$ cat config.mk
export PLATFORM = sky130hd
export DESIGN_NAME = dcsc_top
export DESIGN_NICKNAME = d
export VERILOG_FILES = /design/src/hdl/dcsc_pkg.sv /design/src/hdl/dcsc_coord_reg.sv /design/src/hdl/dcsc_draw_ctl.sv /design/src/hdl/dcsc_top.sv
export VERILOG_INCLUDE_DIRS = /design/src /design/src/hdl
export SDC_FILE = /design/constraint.sdc
export NUM_CORES = 1
export LEC_CHECK = 0
export ABC_AREA = 1
export BUFFER_PORTS_ARGS = -buffer_cell sky130_fd_sc_hd__buf_4
export CELL_PAD_IN_SITES_DETAIL_PLACEMENT = 0
export CELL_PAD_IN_SITES_GLOBAL_PLACEMENT = 1
export CORE_ASPECT_RATIO = 1.25
export CORE_MARGIN = 2
export CORE_UTILIZATION = 40
export CTS_BUF_LIST = sky130_fd_sc_hd__clkbuf_4 sky130_fd_sc_hd__clkbuf_8 sky130_fd_sc_hd__clkbuf_16
export DETAILED_ROUTE_END_ITERATION = 16
export GPL_TIMING_DRIVEN = 0
export HOLD_SLACK_MARGIN = 0.1
export PLACE_DENSITY_LB_ADDON = 0.1
export SETUP_SLACK_MARGIN = 0.5
export SLEW_MARGIN = 10
export SYNTH_ARGS = -nofsm -noshare
export SYNTH_HDL_FRONTEND = slang
export SYNTH_SLANG_ARGS = --single-unit
$ cat constraint.sdc
create_clock -name clk -period 4.1 [get_ports clk]
set_clock_uncertainty 0.05 [all_clocks]
set_input_delay 0.41 -clock clk [delete_from_list [all_inputs] [get_ports clk]]
set_output_delay 0.41 -clock clk [all_outputs]
set_load 0.01 [all_outputs]
$ cat src/hdl/dcsc_defs.svh
// register indices, field positions and reset values of the draw cursor and shape bank
// assumes the includer maps index n to APB byte address 4*n
//
// Overview of operation
// - graphic cursor X: low 5Fh, high 60h
// - cursor readback picks write or prefetch position
// - linear mode: X pair is address bits 15..0
// - linear mode: Y pair is address bits 31..16
// - block mode: X pair is 13-bit pixel X
// - block mode: Y pair is 13-bit pixel Y
// - graphic cursor Y: low 61h, high 62h
// - text cursor X: low 63h, high 64h
// - text cursor Y: low 65h, high 66h
// - bit 7 write starts/stops, reads busy
// - bit 5 fill; bit 6 reads zero
// - bits 4..1 select the shape
// - bit 0 closes the polyline
// - point 1 X: low 68h, high 69h
// - 5Eh bit 2: block or linear addressing
// - 5Eh bit 3: readback write or prefetch
// - point 1 Y: low 6Ah, high 6Bh
`ifndef DCSC_DEFS_SVH
`define DCSC_DEFS_SVH

`define DCSC_IDX_MODE       8'h5e
`define DCSC_IDX_GCUR_X_LO  8'h5f
`define DCSC_IDX_GCUR_X_HI  8'h60
`define DCSC_IDX_GCUR_Y_LO  8'h61
`define DCSC_IDX_GCUR_Y_HI  8'h62
`define DCSC_IDX_TCUR_X_LO  8'h63
`define DCSC_IDX_TCUR_X_HI  8'h64
`define DCSC_IDX_TCUR_Y_LO  8'h65
`define DCSC_IDX_TCUR_Y_HI  8'h66
`define DCSC_IDX_DRAW       8'h67
`define DCSC_IDX_P1_X_LO    8'h68
`define DCSC_IDX_P1_X_HI    8'h69
`define DCSC_IDX_P1_Y_LO    8'h6a
`define DCSC_IDX_P1_Y_HI    8'h6b

`define DCSC_MODE_RDSEL     3
`define DCSC_MODE_LINEAR    2
`define DCSC_MODE_DEPTH_HI  1
`define DCSC_MODE_DEPTH_LO  0
`define DCSC_DRAW_GO        7
`define DCSC_DRAW_FILL      5
`define DCSC_DRAW_SHAPE_HI  4
`define DCSC_DRAW_SHAPE_LO  1
`define DCSC_DRAW_CLOSED    0

`define DCSC_HI_MASK_COORD  8'h1f
`define DCSC_HI_MASK_LIN    8'hff
`define DCSC_COORD_W        13
`define DCSC_RESET_BYTE     8'h00
`define DCSC_RESET_WORD     16'h0000
`define DCSC_ADDR_MIN_W     10

`endif

$ cat src/hdl/dcsc_pkg.sv
// types shared by the draw cursor and shape bank
// assumes dcsc_defs.svh supplies all numeric constants
package dcsc_pkg;

  typedef enum logic [3:0] {
    DCSC_SHAPE_LINE    = 4'h0,
    DCSC_SHAPE_RECT    = 4'h2,
    DCSC_SHAPE_QUAD    = 4'h3,
    DCSC_SHAPE_PENT    = 4'h4,
    DCSC_SHAPE_POLY3   = 4'h5,
    DCSC_SHAPE_POLY4   = 4'h6,
    DCSC_SHAPE_POLY5   = 4'h7,
    DCSC_SHAPE_ELLIPSE = 4'h8,
    DCSC_SHAPE_RRECT   = 4'h9,
    DCSC_SHAPE_ARC_Q1  = 4'hc,
    DCSC_SHAPE_ARC_Q2  = 4'hd,
    DCSC_SHAPE_ARC_Q3  = 4'he,
    DCSC_SHAPE_ARC_Q4  = 4'hf
  } dcsc_shape_t;

  typedef enum logic {
    DCSC_DRAW_IDLE = 1'b0,
    DCSC_DRAW_RUN  = 1'b1
  } dcsc_draw_state_t;

  typedef struct packed {
    logic [15:0] val;
  } dcsc_coord_st_t;

  typedef struct packed {
    dcsc_draw_state_t state;
    logic             start;
  } dcsc_draw_st_t;

  typedef struct packed {
    logic [7:0] rdata;
    logic       ready;
    logic       slverr;
    logic       rdsel;
    logic       linear;
    logic [1:0] depth;
    logic       fill;
    logic [3:0] shape;
    logic       closed;
  } dcsc_top_st_t;

endpackage

$ cat src/hdl/dcsc_coord_reg.sv
// one 16-bit position held as a low and a high byte register
// assumes the caller gives byte write strobes and a whole-word load
`timescale 1ns/100ps
`include "dcsc_defs.svh"
module dcsc_coord_reg (
  // clock and reset
  input  wire logic        clk,
  input  wire logic        reset_n,
  // byte writes
  input  wire logic        wr_lo,
  input  wire logic        wr_hi,
  input  wire logic [7:0]  wr_data,
  input  wire logic [7:0]  hi_mask,
  // whole-word load from the memory stepper
  input  wire logic        ld,
  input  wire logic [15:0] ld_val,
  // held position
  output      logic [15:0] value
);
  dcsc_pkg::dcsc_coord_st_t st;
  dcsc_pkg::dcsc_coord_st_t next_st;

  // a host byte write overrides a concurrent step on that byte
  always_comb begin
    next_st = st;
    if (ld) begin
      next_st.val = ld_val;
    end
    if (wr_lo) begin
      next_st.val[7:0] = wr_data;
    end
    if (wr_hi) begin
      next_st.val[15:8] = wr_data & hi_mask;
    end
  end

  always_ff @(posedge clk) begin
    if (!reset_n) begin
      st.val <= `DCSC_RESET_WORD;
    end else begin
      st <= next_st;
    end
  end

  assign value = st.val;
endmodule // dcsc_coord_reg

$ cat src/hdl/dcsc_draw_ctl.sv
// busy sequencer for the line and shape engine
// assumes the renderer pulses done once per finished shape
`timescale 1ns/100ps
module dcsc_draw_ctl (
  // clock and reset
  input  wire logic clk,
  input  wire logic reset_n,
  // requests
  input  wire logic start_req,
  input  wire logic stop_req,
  input  wire logic done,
  // status
  output      logic busy,
  output      logic start
);
  dcsc_pkg::dcsc_draw_st_t st;
  dcsc_pkg::dcsc_draw_st_t next_st;

  always_comb begin
    next_st       = st;
    next_st.start = 1'b0;
    unique case (st.state)
      dcsc_pkg::DCSC_DRAW_IDLE: begin
        if (start_req) begin
          next_st.state = dcsc_pkg::DCSC_DRAW_RUN;
          next_st.start = 1'b1;
        end
      end
      dcsc_pkg::DCSC_DRAW_RUN: begin
        // a new start wins over a completion in the same cycle
        if (start_req) begin
          next_st.start = 1'b1;
        end else if (stop_req || done) begin
          next_st.state = dcsc_pkg::DCSC_DRAW_IDLE;
        end
      end
    endcase
  end

  always_ff @(posedge clk) begin
    if (!reset_n) begin
      st.state <= dcsc_pkg::DCSC_DRAW_IDLE;
      st.start <= 1'b0;
    end else begin
      st <= next_st;
    end
  end

  assign busy  = (st.state == dcsc_pkg::DCSC_DRAW_RUN);
  assign start = st.start;
endmodule // dcsc_draw_ctl

$ cat src/hdl/dcsc_top.sv
// draw cursor and shape control register bank on an APB slave
// assumes APB3/4 master on clk; each byte register is one word at 4 * index
//
// Implementation choice: the APB register port.
`timescale 1ns/100ps
`include "dcsc_defs.svh"
module dcsc_top #(
  parameter int ADDR_W = 10
) (
  // clock and reset
  input  wire logic              clk,
  input  wire logic              reset_n,
  // apb slave
  input  wire logic              psel,
  input  wire logic              penable,
  input  wire logic              pwrite,
  input  wire logic [ADDR_W-1:0] paddr,
  input  wire logic [31:0]       pwdata,
  input  wire logic [3:0]        pstrb,
  output      logic [31:0]       prdata,
  output      logic              pready,
  output      logic              pslverr,
  // memory datapath steps
  input  wire logic              mem_wr_step,
  input  wire logic              mem_rd_step,
  // renderer handshake
  input  wire logic              draw_done,
  output      logic              draw_start,
  output      logic              draw_busy,
  output      logic [3:0]        draw_shape,
  output      logic              draw_fill,
  output      logic              draw_closed,
  // positions and mode
  output      logic              linear_mode,
  output      logic [1:0]        color_depth,
  output      logic [15:0]       cur_wr_x,
  output      logic [15:0]       cur_wr_y,
  output      logic [15:0]       cur_rd_x,
  output      logic [15:0]       cur_rd_y,
  output      logic [15:0]       text_x,
  output      logic [15:0]       text_y,
  output      logic [15:0]       point1_x,
  output      logic [15:0]       point1_y
);
  if (ADDR_W < `DCSC_ADDR_MIN_W || ADDR_W > 32) begin : g_bad_addr_w
    $error("ADDR_W must be 10..32");
  end

  dcsc_pkg::dcsc_top_st_t st;
  dcsc_pkg::dcsc_top_st_t next_st;

  logic [7:0]  word;
  logic        acc_wr;
  logic        hi_zero;
  logic [7:0]  wbyte;
  logic [7:0]  cur_mask;
  logic        wr_gx_lo;
  logic        wr_gx_hi;
  logic        wr_gy_lo;
  logic        wr_gy_hi;
  logic        wr_cur;
  logic        wr_mode;
  logic        wr_draw;
  logic        wr_tx_lo;
  logic        wr_tx_hi;
  logic        wr_ty_lo;
  logic        wr_ty_hi;
  logic        wr_p1x_lo;
  logic        wr_p1x_hi;
  logic        wr_p1y_lo;
  logic        wr_p1y_hi;
  logic [31:0] wr_lin_next;
  logic [31:0] rd_lin_next;
  logic [15:0] wr_x_next;
  logic [15:0] wr_y_next;
  logic [15:0] rd_x_next;
  logic [15:0] rd_y_next;
  logic        step_wr;
  logic        step_rd;
  logic        start_req;
  logic        stop_req;

  assign word    = paddr[9:2];
  assign hi_zero = (ADDR_W > `DCSC_ADDR_MIN_W) ? ~|(paddr >> `DCSC_ADDR_MIN_W) : 1'b1;
  assign acc_wr  = psel && penable && st.ready && pwrite && pstrb[0] && hi_zero;
  assign wbyte   = pwdata[7:0];

  function automatic logic shape_ok(input logic [3:0] code);
    shape_ok = !(code == 4'h1 || code == 4'ha || code == 4'hb);
  endfunction

  // linear mode keeps the whole high byte as address bits
  assign cur_mask = st.linear ? `DCSC_HI_MASK_LIN : `DCSC_HI_MASK_COORD;
  // strobes are plain nets so they follow acc_wr and word on every change
  assign wr_mode   = acc_wr && (word == `DCSC_IDX_MODE);
  assign wr_gx_lo  = acc_wr && (word == `DCSC_IDX_GCUR_X_LO);
  assign wr_gx_hi  = acc_wr && (word == `DCSC_IDX_GCUR_X_HI);
  assign wr_gy_lo  = acc_wr && (word == `DCSC_IDX_GCUR_Y_LO);
  assign wr_gy_hi  = acc_wr && (word == `DCSC_IDX_GCUR_Y_HI);
  assign wr_tx_lo  = acc_wr && (word == `DCSC_IDX_TCUR_X_LO);
  assign wr_tx_hi  = acc_wr && (word == `DCSC_IDX_TCUR_X_HI);
  assign wr_ty_lo  = acc_wr && (word == `DCSC_IDX_TCUR_Y_LO);
  assign wr_ty_hi  = acc_wr && (word == `DCSC_IDX_TCUR_Y_HI);
  assign wr_draw   = acc_wr && (word == `DCSC_IDX_DRAW);
  assign wr_p1x_lo = acc_wr && (word == `DCSC_IDX_P1_X_LO);
  assign wr_p1x_hi = acc_wr && (word == `DCSC_IDX_P1_X_HI);
  assign wr_p1y_lo = acc_wr && (word == `DCSC_IDX_P1_Y_LO);
  assign wr_p1y_hi = acc_wr && (word == `DCSC_IDX_P1_Y_HI);
  assign wr_cur   = wr_gx_lo || wr_gx_hi || wr_gy_lo || wr_gy_hi;

  // a cursor write sets both positions, so a datapath step in the same cycle is dropped
  assign step_wr = mem_wr_step && !wr_cur;
  assign step_rd = mem_rd_step && !wr_cur;

  // linear: Y:X is one byte address; block: X advances alone
  assign wr_lin_next = {cur_wr_y, cur_wr_x} + 32'h1;
  assign rd_lin_next = {cur_rd_y, cur_rd_x} + 32'h1;

  always_comb begin
    if (st.linear) begin
      wr_x_next = wr_lin_next[15:0];
      wr_y_next = wr_lin_next[31:16];
      rd_x_next = rd_lin_next[15:0];
      rd_y_next = rd_lin_next[31:16];
    end else begin
      wr_x_next = {3'h0, cur_wr_x[12:0] + 13'h1};
      wr_y_next = cur_wr_y;
      rd_x_next = {3'h0, cur_rd_x[12:0] + 13'h1};
      rd_y_next = cur_rd_y;
    end
  end

  // undefined shape codes never start the engine
  assign start_req = wr_draw && wbyte[`DCSC_DRAW_GO]
    && shape_ok(wbyte[`DCSC_DRAW_SHAPE_HI:`DCSC_DRAW_SHAPE_LO]);
  assign stop_req  = wr_draw && !wbyte[`DCSC_DRAW_GO];

  dcsc_coord_reg u_wr_x (
    .clk(clk), .reset_n(reset_n), .wr_lo(wr_gx_lo), .wr_hi(wr_gx_hi),
    .wr_data(wbyte), .hi_mask(cur_mask), .ld(step_wr), .ld_val(wr_x_next),
    .value(cur_wr_x));
  dcsc_coord_reg u_wr_y (
    .clk(clk), .reset_n(reset_n), .wr_lo(wr_gy_lo), .wr_hi(wr_gy_hi),
    .wr_data(wbyte), .hi_mask(cur_mask), .ld(step_wr), .ld_val(wr_y_next),
    .value(cur_wr_y));
  dcsc_coord_reg u_rd_x (
    .clk(clk), .reset_n(reset_n), .wr_lo(wr_gx_lo), .wr_hi(wr_gx_hi),
    .wr_data(wbyte), .hi_mask(cur_mask), .ld(step_rd), .ld_val(rd_x_next),
    .value(cur_rd_x));
  dcsc_coord_reg u_rd_y (
    .clk(clk), .reset_n(reset_n), .wr_lo(wr_gy_lo), .wr_hi(wr_gy_hi),
    .wr_data(wbyte), .hi_mask(cur_mask), .ld(step_rd), .ld_val(rd_y_next),
    .value(cur_rd_y));
  dcsc_coord_reg u_text_x (
    .clk(clk), .reset_n(reset_n), .wr_lo(wr_tx_lo),
    .wr_hi(wr_tx_hi), .wr_data(wbyte),
    .hi_mask(`DCSC_HI_MASK_COORD), .ld(1'b0), .ld_val(`DCSC_RESET_WORD),
    .value(text_x));
  dcsc_coord_reg u_text_y (
    .clk(clk), .reset_n(reset_n), .wr_lo(wr_ty_lo),
    .wr_hi(wr_ty_hi), .wr_data(wbyte),
    .hi_mask(`DCSC_HI_MASK_COORD), .ld(1'b0), .ld_val(`DCSC_RESET_WORD),
    .value(text_y));
  dcsc_coord_reg u_p1_x (
    .clk(clk), .reset_n(reset_n), .wr_lo(wr_p1x_lo),
    .wr_hi(wr_p1x_hi), .wr_data(wbyte),
    .hi_mask(`DCSC_HI_MASK_COORD), .ld(1'b0), .ld_val(`DCSC_RESET_WORD),
    .value(point1_x));
  dcsc_coord_reg u_p1_y (
    .clk(clk), .reset_n(reset_n), .wr_lo(wr_p1y_lo),
    .wr_hi(wr_p1y_hi), .wr_data(wbyte),
    .hi_mask(`DCSC_HI_MASK_COORD), .ld(1'b0), .ld_val(`DCSC_RESET_WORD),
    .value(point1_y));

  dcsc_draw_ctl u_draw (
    .clk(clk), .reset_n(reset_n), .start_req(start_req), .stop_req(stop_req),
    .done(draw_done), .busy(draw_busy), .start(draw_start));

  // access phase: one wait cycle, then pready; writes land with pready
  always_comb begin
    next_st        = st;
    next_st.ready  = 1'b0;
    next_st.slverr = 1'b0;
    if (psel && penable && !st.ready) begin
      next_st.ready = 1'b1;
      next_st.rdata = `DCSC_RESET_BYTE;
      if (!hi_zero) begin
        next_st.slverr = 1'b1;
      end else begin
        unique case (word)
          `DCSC_IDX_MODE:
            next_st.rdata = {4'h0, st.rdsel, st.linear, st.depth};
          `DCSC_IDX_GCUR_X_LO:
            next_st.rdata = st.rdsel ? cur_rd_x[7:0] : cur_wr_x[7:0];
          `DCSC_IDX_GCUR_X_HI:
            next_st.rdata = st.rdsel ? cur_rd_x[15:8] : cur_wr_x[15:8];
          `DCSC_IDX_GCUR_Y_LO:
            next_st.rdata = st.rdsel ? cur_rd_y[7:0] : cur_wr_y[7:0];
          `DCSC_IDX_GCUR_Y_HI:
            next_st.rdata = st.rdsel ? cur_rd_y[15:8] : cur_wr_y[15:8];
          `DCSC_IDX_TCUR_X_LO: next_st.rdata = text_x[7:0];
          `DCSC_IDX_TCUR_X_HI: next_st.rdata = text_x[15:8];
          `DCSC_IDX_TCUR_Y_LO: next_st.rdata = text_y[7:0];
          `DCSC_IDX_TCUR_Y_HI: next_st.rdata = text_y[15:8];
          `DCSC_IDX_DRAW:
            next_st.rdata = {draw_busy, 1'b0, st.fill, st.shape, st.closed};
          `DCSC_IDX_P1_X_LO: next_st.rdata = point1_x[7:0];
          `DCSC_IDX_P1_X_HI: next_st.rdata = point1_x[15:8];
          `DCSC_IDX_P1_Y_LO: next_st.rdata = point1_y[7:0];
          `DCSC_IDX_P1_Y_HI: next_st.rdata = point1_y[15:8];
          default: next_st.slverr = 1'b1;
        endcase
      end
    end
    if (wr_mode) begin
      next_st.rdsel  = wbyte[`DCSC_MODE_RDSEL];
      next_st.linear = wbyte[`DCSC_MODE_LINEAR];
      next_st.depth  = wbyte[`DCSC_MODE_DEPTH_HI:`DCSC_MODE_DEPTH_LO];
    end
    if (wr_draw) begin
      next_st.fill   = wbyte[`DCSC_DRAW_FILL];
      next_st.shape  = wbyte[`DCSC_DRAW_SHAPE_HI:`DCSC_DRAW_SHAPE_LO];
      next_st.closed = wbyte[`DCSC_DRAW_CLOSED];
    end
  end

  always_ff @(posedge clk) begin
    if (!reset_n) begin
      st <= '0;
    end else begin
      st <= next_st;
    end
  end

  assign prdata      = {24'h000000, st.rdata};
  assign pready      = st.ready;
  assign pslverr     = st.slverr;
  assign linear_mode = st.linear;
  assign color_depth = st.depth;
  assign draw_shape  = st.shape;
  assign draw_fill   = st.fill;
  assign draw_closed = st.closed;
endmodule // dcsc_top
---- Yosys cells after proc, flatten, opt, wreduce, memory -nomap -nowiden ----
Index checks and enable logic that the tools add are counted.
word-level totals
  bits in registers ....................... 138
  output and inout bits ................... 173
  logic and storage cells ................. 129
operators by class
  add/subtract/negate cells ............... 4
  eq/ne operators ......................... 17
  mux-type cells .......................... 29
  bitwise operators ....................... 2
  reduce and logical (&&, ||, !) cells .... 50
operator list
  kind                                            count
  two-way mux 16 bit                              8
  == test 8 x 7 -> 1 bit (second input constant)  14
  one-hot mux 8 bit (14 select lines)             1
  two-way mux 8 bit                               13
  adder 32 x 1 -> 32 bit (second input constant)  2
  adder 13 x 1 -> 13 bit (second input constant)  2
  logical AND 1 bit                               24
  nonzero test 2 bit                              10
  OR reduction 14 bit                             1
  AND reduction 2 bit                             5
  AND 8 bit                                       1
  == test 4 bit (second input constant)           2
  logical OR 1 bit                                6
  == test 4 x 1 -> 1 bit (second input constant)  1
  logical NOT 1 bit                               4
  two-way mux 1 bit                               4
  two-way mux 2 bit                               2
  one-hot mux 2 bit (2 select lines)              1
  NOT 1 bit                                       1

---- Longest topological paths before layout ----
Gate-level depths: netlist (run 1).
  word-level depth ........................ 12
  depth in mapped cells ................... 13
  depth with buffers taken out ............ 12

---- Cells and area by module ----
A second synthesis (run 1) with hierarchy kept.
unflattened totals
  cell total of the unflattened synthesis .. 1859
  area, all modules ....................... 10797.9 um^2
modules (own cells, without submodules)
  module          times used  cells each  area each (um^2)  sequential area each (um^2)
  dcsc_coord_reg  8           130         802.0             320.3
  dcsc_top        1           810         4312.9            400.4
  dcsc_draw_ctl   1           9           68.8              40.0

---- Worst setup path before layout (run 1) ----
Ideal clock, no wire load.
  path type ............................... input port to flip-flop
  start point ............................. input paddr[9]
  end point ............................... register u_p1_x.st, in the netlist u_p1_x.value[10]
  setup time .............................. 0.126 ns
  arrival ................................. 1.603 ns
  setup slack ............................. 2.321 ns
  cell stages on the path ................. 8
  cell sequence ........................... inv_1 -> nand2_1 -> nor2_4 -> buf_2 -> buf_2 -> nand3_1 -> o21ai_0 -> a21oi_1
on the way
  cells in the longest elaborated chain, start to end .. 2
ends and longest elaborated chain
  element                 RTL line              RTL
  start: declaration      dcsc_top.sv:17        input wire logic [ADDR_W-1:0] paddr,
  == test 8 x 7 -> 1 bit  --
  logical AND 1 bit       dcsc_top.sv:106       assign wr_p1x_hi = acc_wr && (word == `DCSC_IDX_P1_X_HI);
  end signal: assignment  dcsc_coord_reg.sv:41  st <= next_st;
  end: declaration        dcsc_coord_reg.sv:20  dcsc_pkg::dcsc_coord_st_t st;
Every way passes these cells.
A chain may end at the register's enable or synchronous reset.

---- Worst setup path in the final report (run 1) ----
  start point ............................. register st[9] (netlist name)
  end point ............................... register st, in the netlist prdata[7]
on the way
  cells in the longest elaborated chain, start to end .. 2
  elaborated cells between the ends (all ways) .. 5
  classes of those cells .................. mux: 5
ends and longest elaborated chain
  element                                      RTL line         RTL
  start: declaration                           dcsc_top.sv:49   dcsc_pkg::dcsc_top_st_t st;
  start signal: assignment                     dcsc_top.sv:231  st <= next_st;
  two-way mux 8 bit, on equally long branches  --
  one-hot mux 8 bit (14 select lines) (*)      dcsc_top.sv:190  unique case (word)
Every way passes the cells marked *; elsewhere a longest branch is shown, timed or not.

==> flow_summary.yaml, run 1 <==
status:
  status: "complete, no violations"
sta:
  hold_viol_final: 0
  min_period_ps: 2447
  rsz0062_at_grt: "false"
  setup_viol: 0
  drv_slew: 0
  relSlewSlack: 0.3191
  period_share: 0.5967
  finalSetupTns_ps: 0
  worst_pin_slew_ps: 1021
  fmax_ghz: 0.4087
clock_network:
  clk_pin_slew_ps: 60
  cts_resized: 0
  clock_latency_ps: 430
  cts_tree: "done"
  cts_num_sinks: 138
  cts_hold_buffers: 0
  cts_buffer_depth: 2
  cts_buffers: 17
  htree_num_levels: 4
  postCtsSetupBuffers: 0
  cts_root_buffer: "clkbuf_16"
setup_path:
  crit_path_start_kind: "register"
  crit_type: "reg2reg"
  max_stage_delay_ps: 520
  reg2reg_to: "prdata[7]$_SDFFE_PN0P_"
  arrival_ps: 2680
  ff2ff_path_depth: 9
  end_kind: "register"
  path_cells: "clkbuf_1 -> clkbuf_1 -> o21ai_0 -> nand3_1 -> nand2_1 -> nor2_1 -> nand3_1 -> nand2_1 -> a21oi_1"
  crit_required_ps: 4330
  worstPathMaxFanout: 10
  timing.rr.start: "st[9]$_SDFFE_PN0P_"
  crit_start: "st[9]$_SDFFE_PN0P_"
  worst_path_max_delay_cell: "clkbuf_1"
  critPathCapture: "prdata[7]$_SDFFE_PN0P_"
  reg2reg_setup_slack_ps: 1650
worst_hold_path:
  hp-class: "in2reg"
  hold_depth: 2
layout:
  n_antenna_cell: 0
  mostFrequentLayoutCell: "nand2_1"
  fin_cells: 2100
  layout.nets: 1856
  stdcell_area_um2: 11550
  drive_above_1_share: 0.1584
  layout_common_cells: "nand2_1, buf_4, nand3_1, nor2_1, dfxtp_1"
  area_delta_synth_final_pct: 23.96
job:
  max_cap_viol_count: 0
synth:
  synth_warnings: 0
  synth_fa_ha_area_frac: 0.002685
  synthMuxAreaShare: 0
  synth.avg_cell_area_um2: 5.869
  netlist-cell-type-count: 34
  syn_inst: 1588
  synth_top_family_by_area: "simple AND/OR/NAND/NOR gates"
  synth_edf_count: 0
  ys.flop_type: "dfxtp_1"
  synth-seq-cells: 138
  synthXorXnorAreaFrac: 0.01034
  synth_compound_area_frac: 0.1379
  post_synth_instance_area_um2: 9320
  synth-async-reset-ratio: 0
  synth_seq_area_share: 0.2964
  synth_simple_gate_area_frac: 0.4252
pwr:
  power_switching_mw: 0.8529
  p_int_mw: 2.260
  leakagePower_nw: 5.130
  seq_power_share: 0.436
  switching_share: 0.2740
  peakVddDrop_v: 0.0002798
  clkPwrFrac: 0.491
  combPwrFrac: 0.073
  power_density_nw_per_um2: 269.4
route:
  drc: 0
  vias: 11010
  routed_wl_um: 40180
  ant_nets: 0
  first_pass_iters: 7
  vias_per_cell: 5.240
  drt_iter0_drc: 977
  wl_per_cell_um: 19.13
floorplan:
  die_h_um: 174.7
  start_util: 0.4059
  num_io_pins: 227
  core_area_um2: 22960
  dieArea_um2: 24550
  die_w_um: 140.5
  placementRows: 62
grt:
  grt_pass1_vias: 10020
  grt_max_degree: 17
  track_usage: 0.3217
  grt_pass1_wl_um: 59340
  grt-ovfl-total: 0
  grt_antenna_before_repair: 0
placed_design:
  gp_congestion: 0.9315
  hpwl_um: 31580
  dp_cells: 2069
  portBuffers: 158
  post_dp_cell_area_um2: 11000
power by group through the flow:
stage,Sequential [mW],Clock [mW],Combinational [mW]
final,1.36,1.53,0.228
after detailed placement,1.39,0,0.224
after floorplan,1.39,0,0.132
after global routing,1.36,1.58,0.246
after CTS,1.36,1.53,0.224
after global placement,1.39,0,0.224
per-layer routing:
metal  part of all wire  track usage
met1               0.40       0.3862
met5                  0            0
met4              0.048       0.1525
met2               0.49       0.5688
met3              0.054      0.04111
cell families after synthesis:
kind of cell               count (synthesis)
and+or+nand+nor                          928
xor gates and xnor gates                  11
adders and majority gates                  2
AOI/OAI and AO/OA                        250
buffers and inverters                    258
DFF                                      138
other                                      1
worst max-delay path, delay by kind of cell (launching register included):
family / cells / cell delay [ps]
buffers and inverters: 2 / 930
AND/OR/NAND/NOR: 5 / 620
AO/OA/AOI/OAI: 2 / 370
flip-flops: 1 / 330
area by class of cell:
| class | instances | area (µm²) |
|---|---|---|
| fill | 2518 | 11410 |
| clock inverter | 13 | 122.6 |
| multi-input combinational | 1227 | 5504 |
| sequential | 138 | 2763 |
| clock buffer | 18 | 432.9 |
| buffer | 110 | 629.4 |
| tap | 288 | 360.3 |
| timing repair buffer | 158 | 1186 |
| inverter | 148 | 555.5 |
state kept, by name, summed over array words and instances (netlist names), 2 cells and up:
register        count
u_wr_x.value       16
u_p1_x.value       13
u_rd_y.value       16
color_depth         2
draw_shape          4
u_wr_y.value       16
u_rd_x.value       16
prdata              8
u_text_x.value     13
u_text_y.value     13
u_p1_y.value       13
how the worst min path moves through the flow:
stage | start | to | slack [ps]
after floorplan | prdata[0]$_SDFFE_PN0P_ | prdata[0]$_SDFFE_PN0P_ | 400
after global placement | u_text_y.value[12]$_SDFFE_PN0P_ | u_text_y.value[12]$_SDFFE_PN0P_ | 400
after detailed placement | u_text_y.value[12]$_SDFFE_PN0P_ | u_text_y.value[12]$_SDFFE_PN0P_ | 410
after CTS | draw_done | u_draw.busy$_SDFF_PN0_ | 140
after global routing | draw_done | u_draw.busy$_SDFF_PN0_ | 150
final | draw_done | u_draw.busy$_SDFF_PN0_ | 150
stage by stage:
step | total power [mW] | hold WS, ps | utilization | setup slack (ps)
floorplan | 1.518 | 395.7 | - | 2321
global placement | 1.611 | 400.7 | 0.4790 | 1718
detailed placement | 1.612 | 407.9 | 0.4790 | 1722
CTS | 3.107 | 142.4 | 0.5032 | 1708
global route | 3.184 | 148.9 | 0.5032 | 1544
finish | 3.113 | 148.9 | 0.5032 | 1653
cell usage after synthesis (7+ instances only):
cell type / number / area, µm²
o21ai_0: 106 / 530.5
buf_4: 55 / 412.9
buf_2: 8 / 40.04
nand2_1: 501 / 1881
dfxtp_1: 138 / 2763
nor3_1: 7 / 35.03
inv_2: 7 / 26.28
nand3_1: 201 / 1006
nor2_1: 175 / 656.9
xor2_1: 11 / 96.34
clkbuf_1: 44 / 165.2
nand3b_1: 12 / 90.09
a21oi_1: 129 / 645.6
nand2_2: 9 / 56.30
inv_1: 136 / 510.5
Note: power is estimated with default switching activity, not from simulation.
==> inputs of run 2 (changes only) <==
- CORE_UTILIZATION: 40 -> 33
- clock period: 4.1 -> 2 ns (I/O delays scaled with it)
==> run 2 against run 1 <==
Against the previous run: total power rose by 130%; non-clock buffer count increased by 91; die area increased by 21%; combinational power rose to 2.9 times the previous value; cell count rose by 7.6%; flip-flop and latch count is the same; wire length up 14%; sequential power increased by 100%; worst setup slack got worse by 1500 ps; via count grew 5.4%; first-iteration DRC count down 23%; critical path depth rose by 3; critical path type unchanged; largest power group unchanged; highest routed layer unchanged.
==> flow_summary.yaml, run 2 (synthesis results as in run 1) <==
floorplan:
  dieArea_um2: 29610
  start_util: 0.3360
  num_io_pins: 227
  core_area_um2: 27740
  placementRows: 68
  die_w_um: 154.3
  die_h_um: 191.9
layout:
  final_core_util: 0.5353
  n_antenna_cell: 0
  area_delta_synth_final_pct: 59.30
  layout_common_cells: "nand2_1, buf_4, nor2_1, nand3_1, inv_1"
  mostFrequentLayoutCell: "nand2_1"
  layout.nets: 1953
  drive_above_1_share: 0.3932
  fin_cells: 2260
grt:
  grt_max_degree: 17
  grt_antenna_before_repair: 0
  track_usage: 0.3041
  grt_pass1_wl_um: 67050
  grt-ovfl-total: 0
  grt_pass1_vias: 11100
clock_network:
  cts_root_buffer: "clkbuf_16"
  cts_tree: "done"
  htree_num_levels: 4
  clk_pin_slew_ps: 60
  cts_buffer_depth: 2
  cts_num_sinks: 138
  cts_buffers: 17
  clock_latency_ps: 440
job:
  max_cap_viol_count: 0
setup_path:
  path_cells: "nand3_4 -> nor2_4 -> buf_12 -> nand3_4 -> nand2_4 -> nor2_8 -> nand3_4 -> buf_6 -> buf_6 -> nand3_2 -> nand2_1 -> nor2_1"
  path_common_cell: "nand3_4"
  max_stage_delay_ps: 350
  end_kind: "register"
  cp_num_buf_inv: 3
  worstPathMaxFanout: 7
  arrival_ps: 2140
  worst_path_max_delay_cell: "dfxtp_4"
  crit_path_start_kind: "register"
  critical-path-top-delay-family: "simple AND/OR/NAND/NOR gates"
  crit_type: "reg2reg"
  crit_required_ps: 2320
pwr:
  leakagePower_nw: 6.237
  power_density_nw_per_um2: 480.1
  peakVddDrop_v: 0.0004271
sta:
  finalSetupTns_ps: 0
  worst_pin_slew_ps: 1263
  rsz0062_at_grt: "true"
  fin_ws_ps: 182.0
  min_period_ps: 1818
  hold_ws_ps: 143.2
  hold_viol_final: 0
  drv_slew: 0
  relSlewSlack: 0.1583
  fmax_ghz: 0.5501
  setup_viol: 0
  period_share: 0.9090
placed_design:
  portBuffers: 158
  dp_cells: 2131
  gp_congestion: 0.9416
  hpwl_um: 33650
  place_ws_ps: -344.9
route:
  vias_per_cell: 5.132
  ant_nets: 0
  first_pass_iters: 5
  vias: 11600
  drc: 0
  drt_iter0_drc: 755
  wl_per_cell_um: 20.26
  routed_wl_um: 45790
worst_hold_path:
  hp-class: "in2reg"
status:
  status: "complete, no violations"
run 2: worst min-delay path, cell delays in order:
cell	delay, ps
buf_4	150
a31oi_1	110
a21oi_2	130
run 2: worst paths after layout:
kind / start / end / cells after the start / slack, ps
min: mem_rd_step / u_rd_x.value[2]$_SDFFE_PN0P_ / 3 / 140
max: pready$_SDFF_PN0_ / u_wr_y.value[14]$_SDFFE_PN0P_ / 12 / 180
max reg2reg: pready$_SDFF_PN0_ / u_wr_y.value[14]$_SDFFE_PN0P_ / 12 / 180
min reg2reg: prdata[2]$_SDFFE_PN0P_ / prdata[2]$_SDFFE_PN0P_ / 2 / 410
run 2: report_power, final:
| group | switching [mW] | total, mW | internal, mW |
|---|---|---|---|
| registers | 0.0245 | 2.77 | 2.75 |
| logic | 0.425 | 0.655 | 0.230 |
| clock network | 1.37 | 3.70 | 2.33 |
| total | 1.82 | 7.13 | 5.31 |
run 2: what timing repair did:
item / in CTS / in global routing
buffers inserted: 57 / 17
gates resized for setup: 346 / 271
hold buffers: 3 / 0
cloned: 18 / 2
pin swaps: 75 / 69
endpoints found under the hold margin: 5 / 0
setup endpoints to repair: 137 / 137
run 2: cell type report:
class	count	area [µm²]
Fill cell	2839	12890
Multi-Input combinational cell	1231	7106
Sequential cell	138	2853
Timing Repair Buffer	249	2275
Buffer	110	890.9
Inverter	148	595.6
Clock buffer	19	464.2
Tap cell	350	437.9
Clock inverter	13	212.7
Timing Repair inverter	2	12.51
run 2: through the flow:
stage                     cell area [µm²]  power [mW]
after floorplan                      9580       3.116
after global placement              11200       3.319
after detailed placement            11200       3.320
after CTS                           13840       7.101
after global routing                14850       7.317
final                               14850       7.128
run 2: metal layers:
metal  wire [µm]  global-route usage  vias to the layer above
met3        2065             0.04129                      111
li1            -                   -                     5682
met2       22780              0.5447                      363
met5           0                   0                        -
met1       18200              0.3513                     5442
met4        2747              0.1645                        0
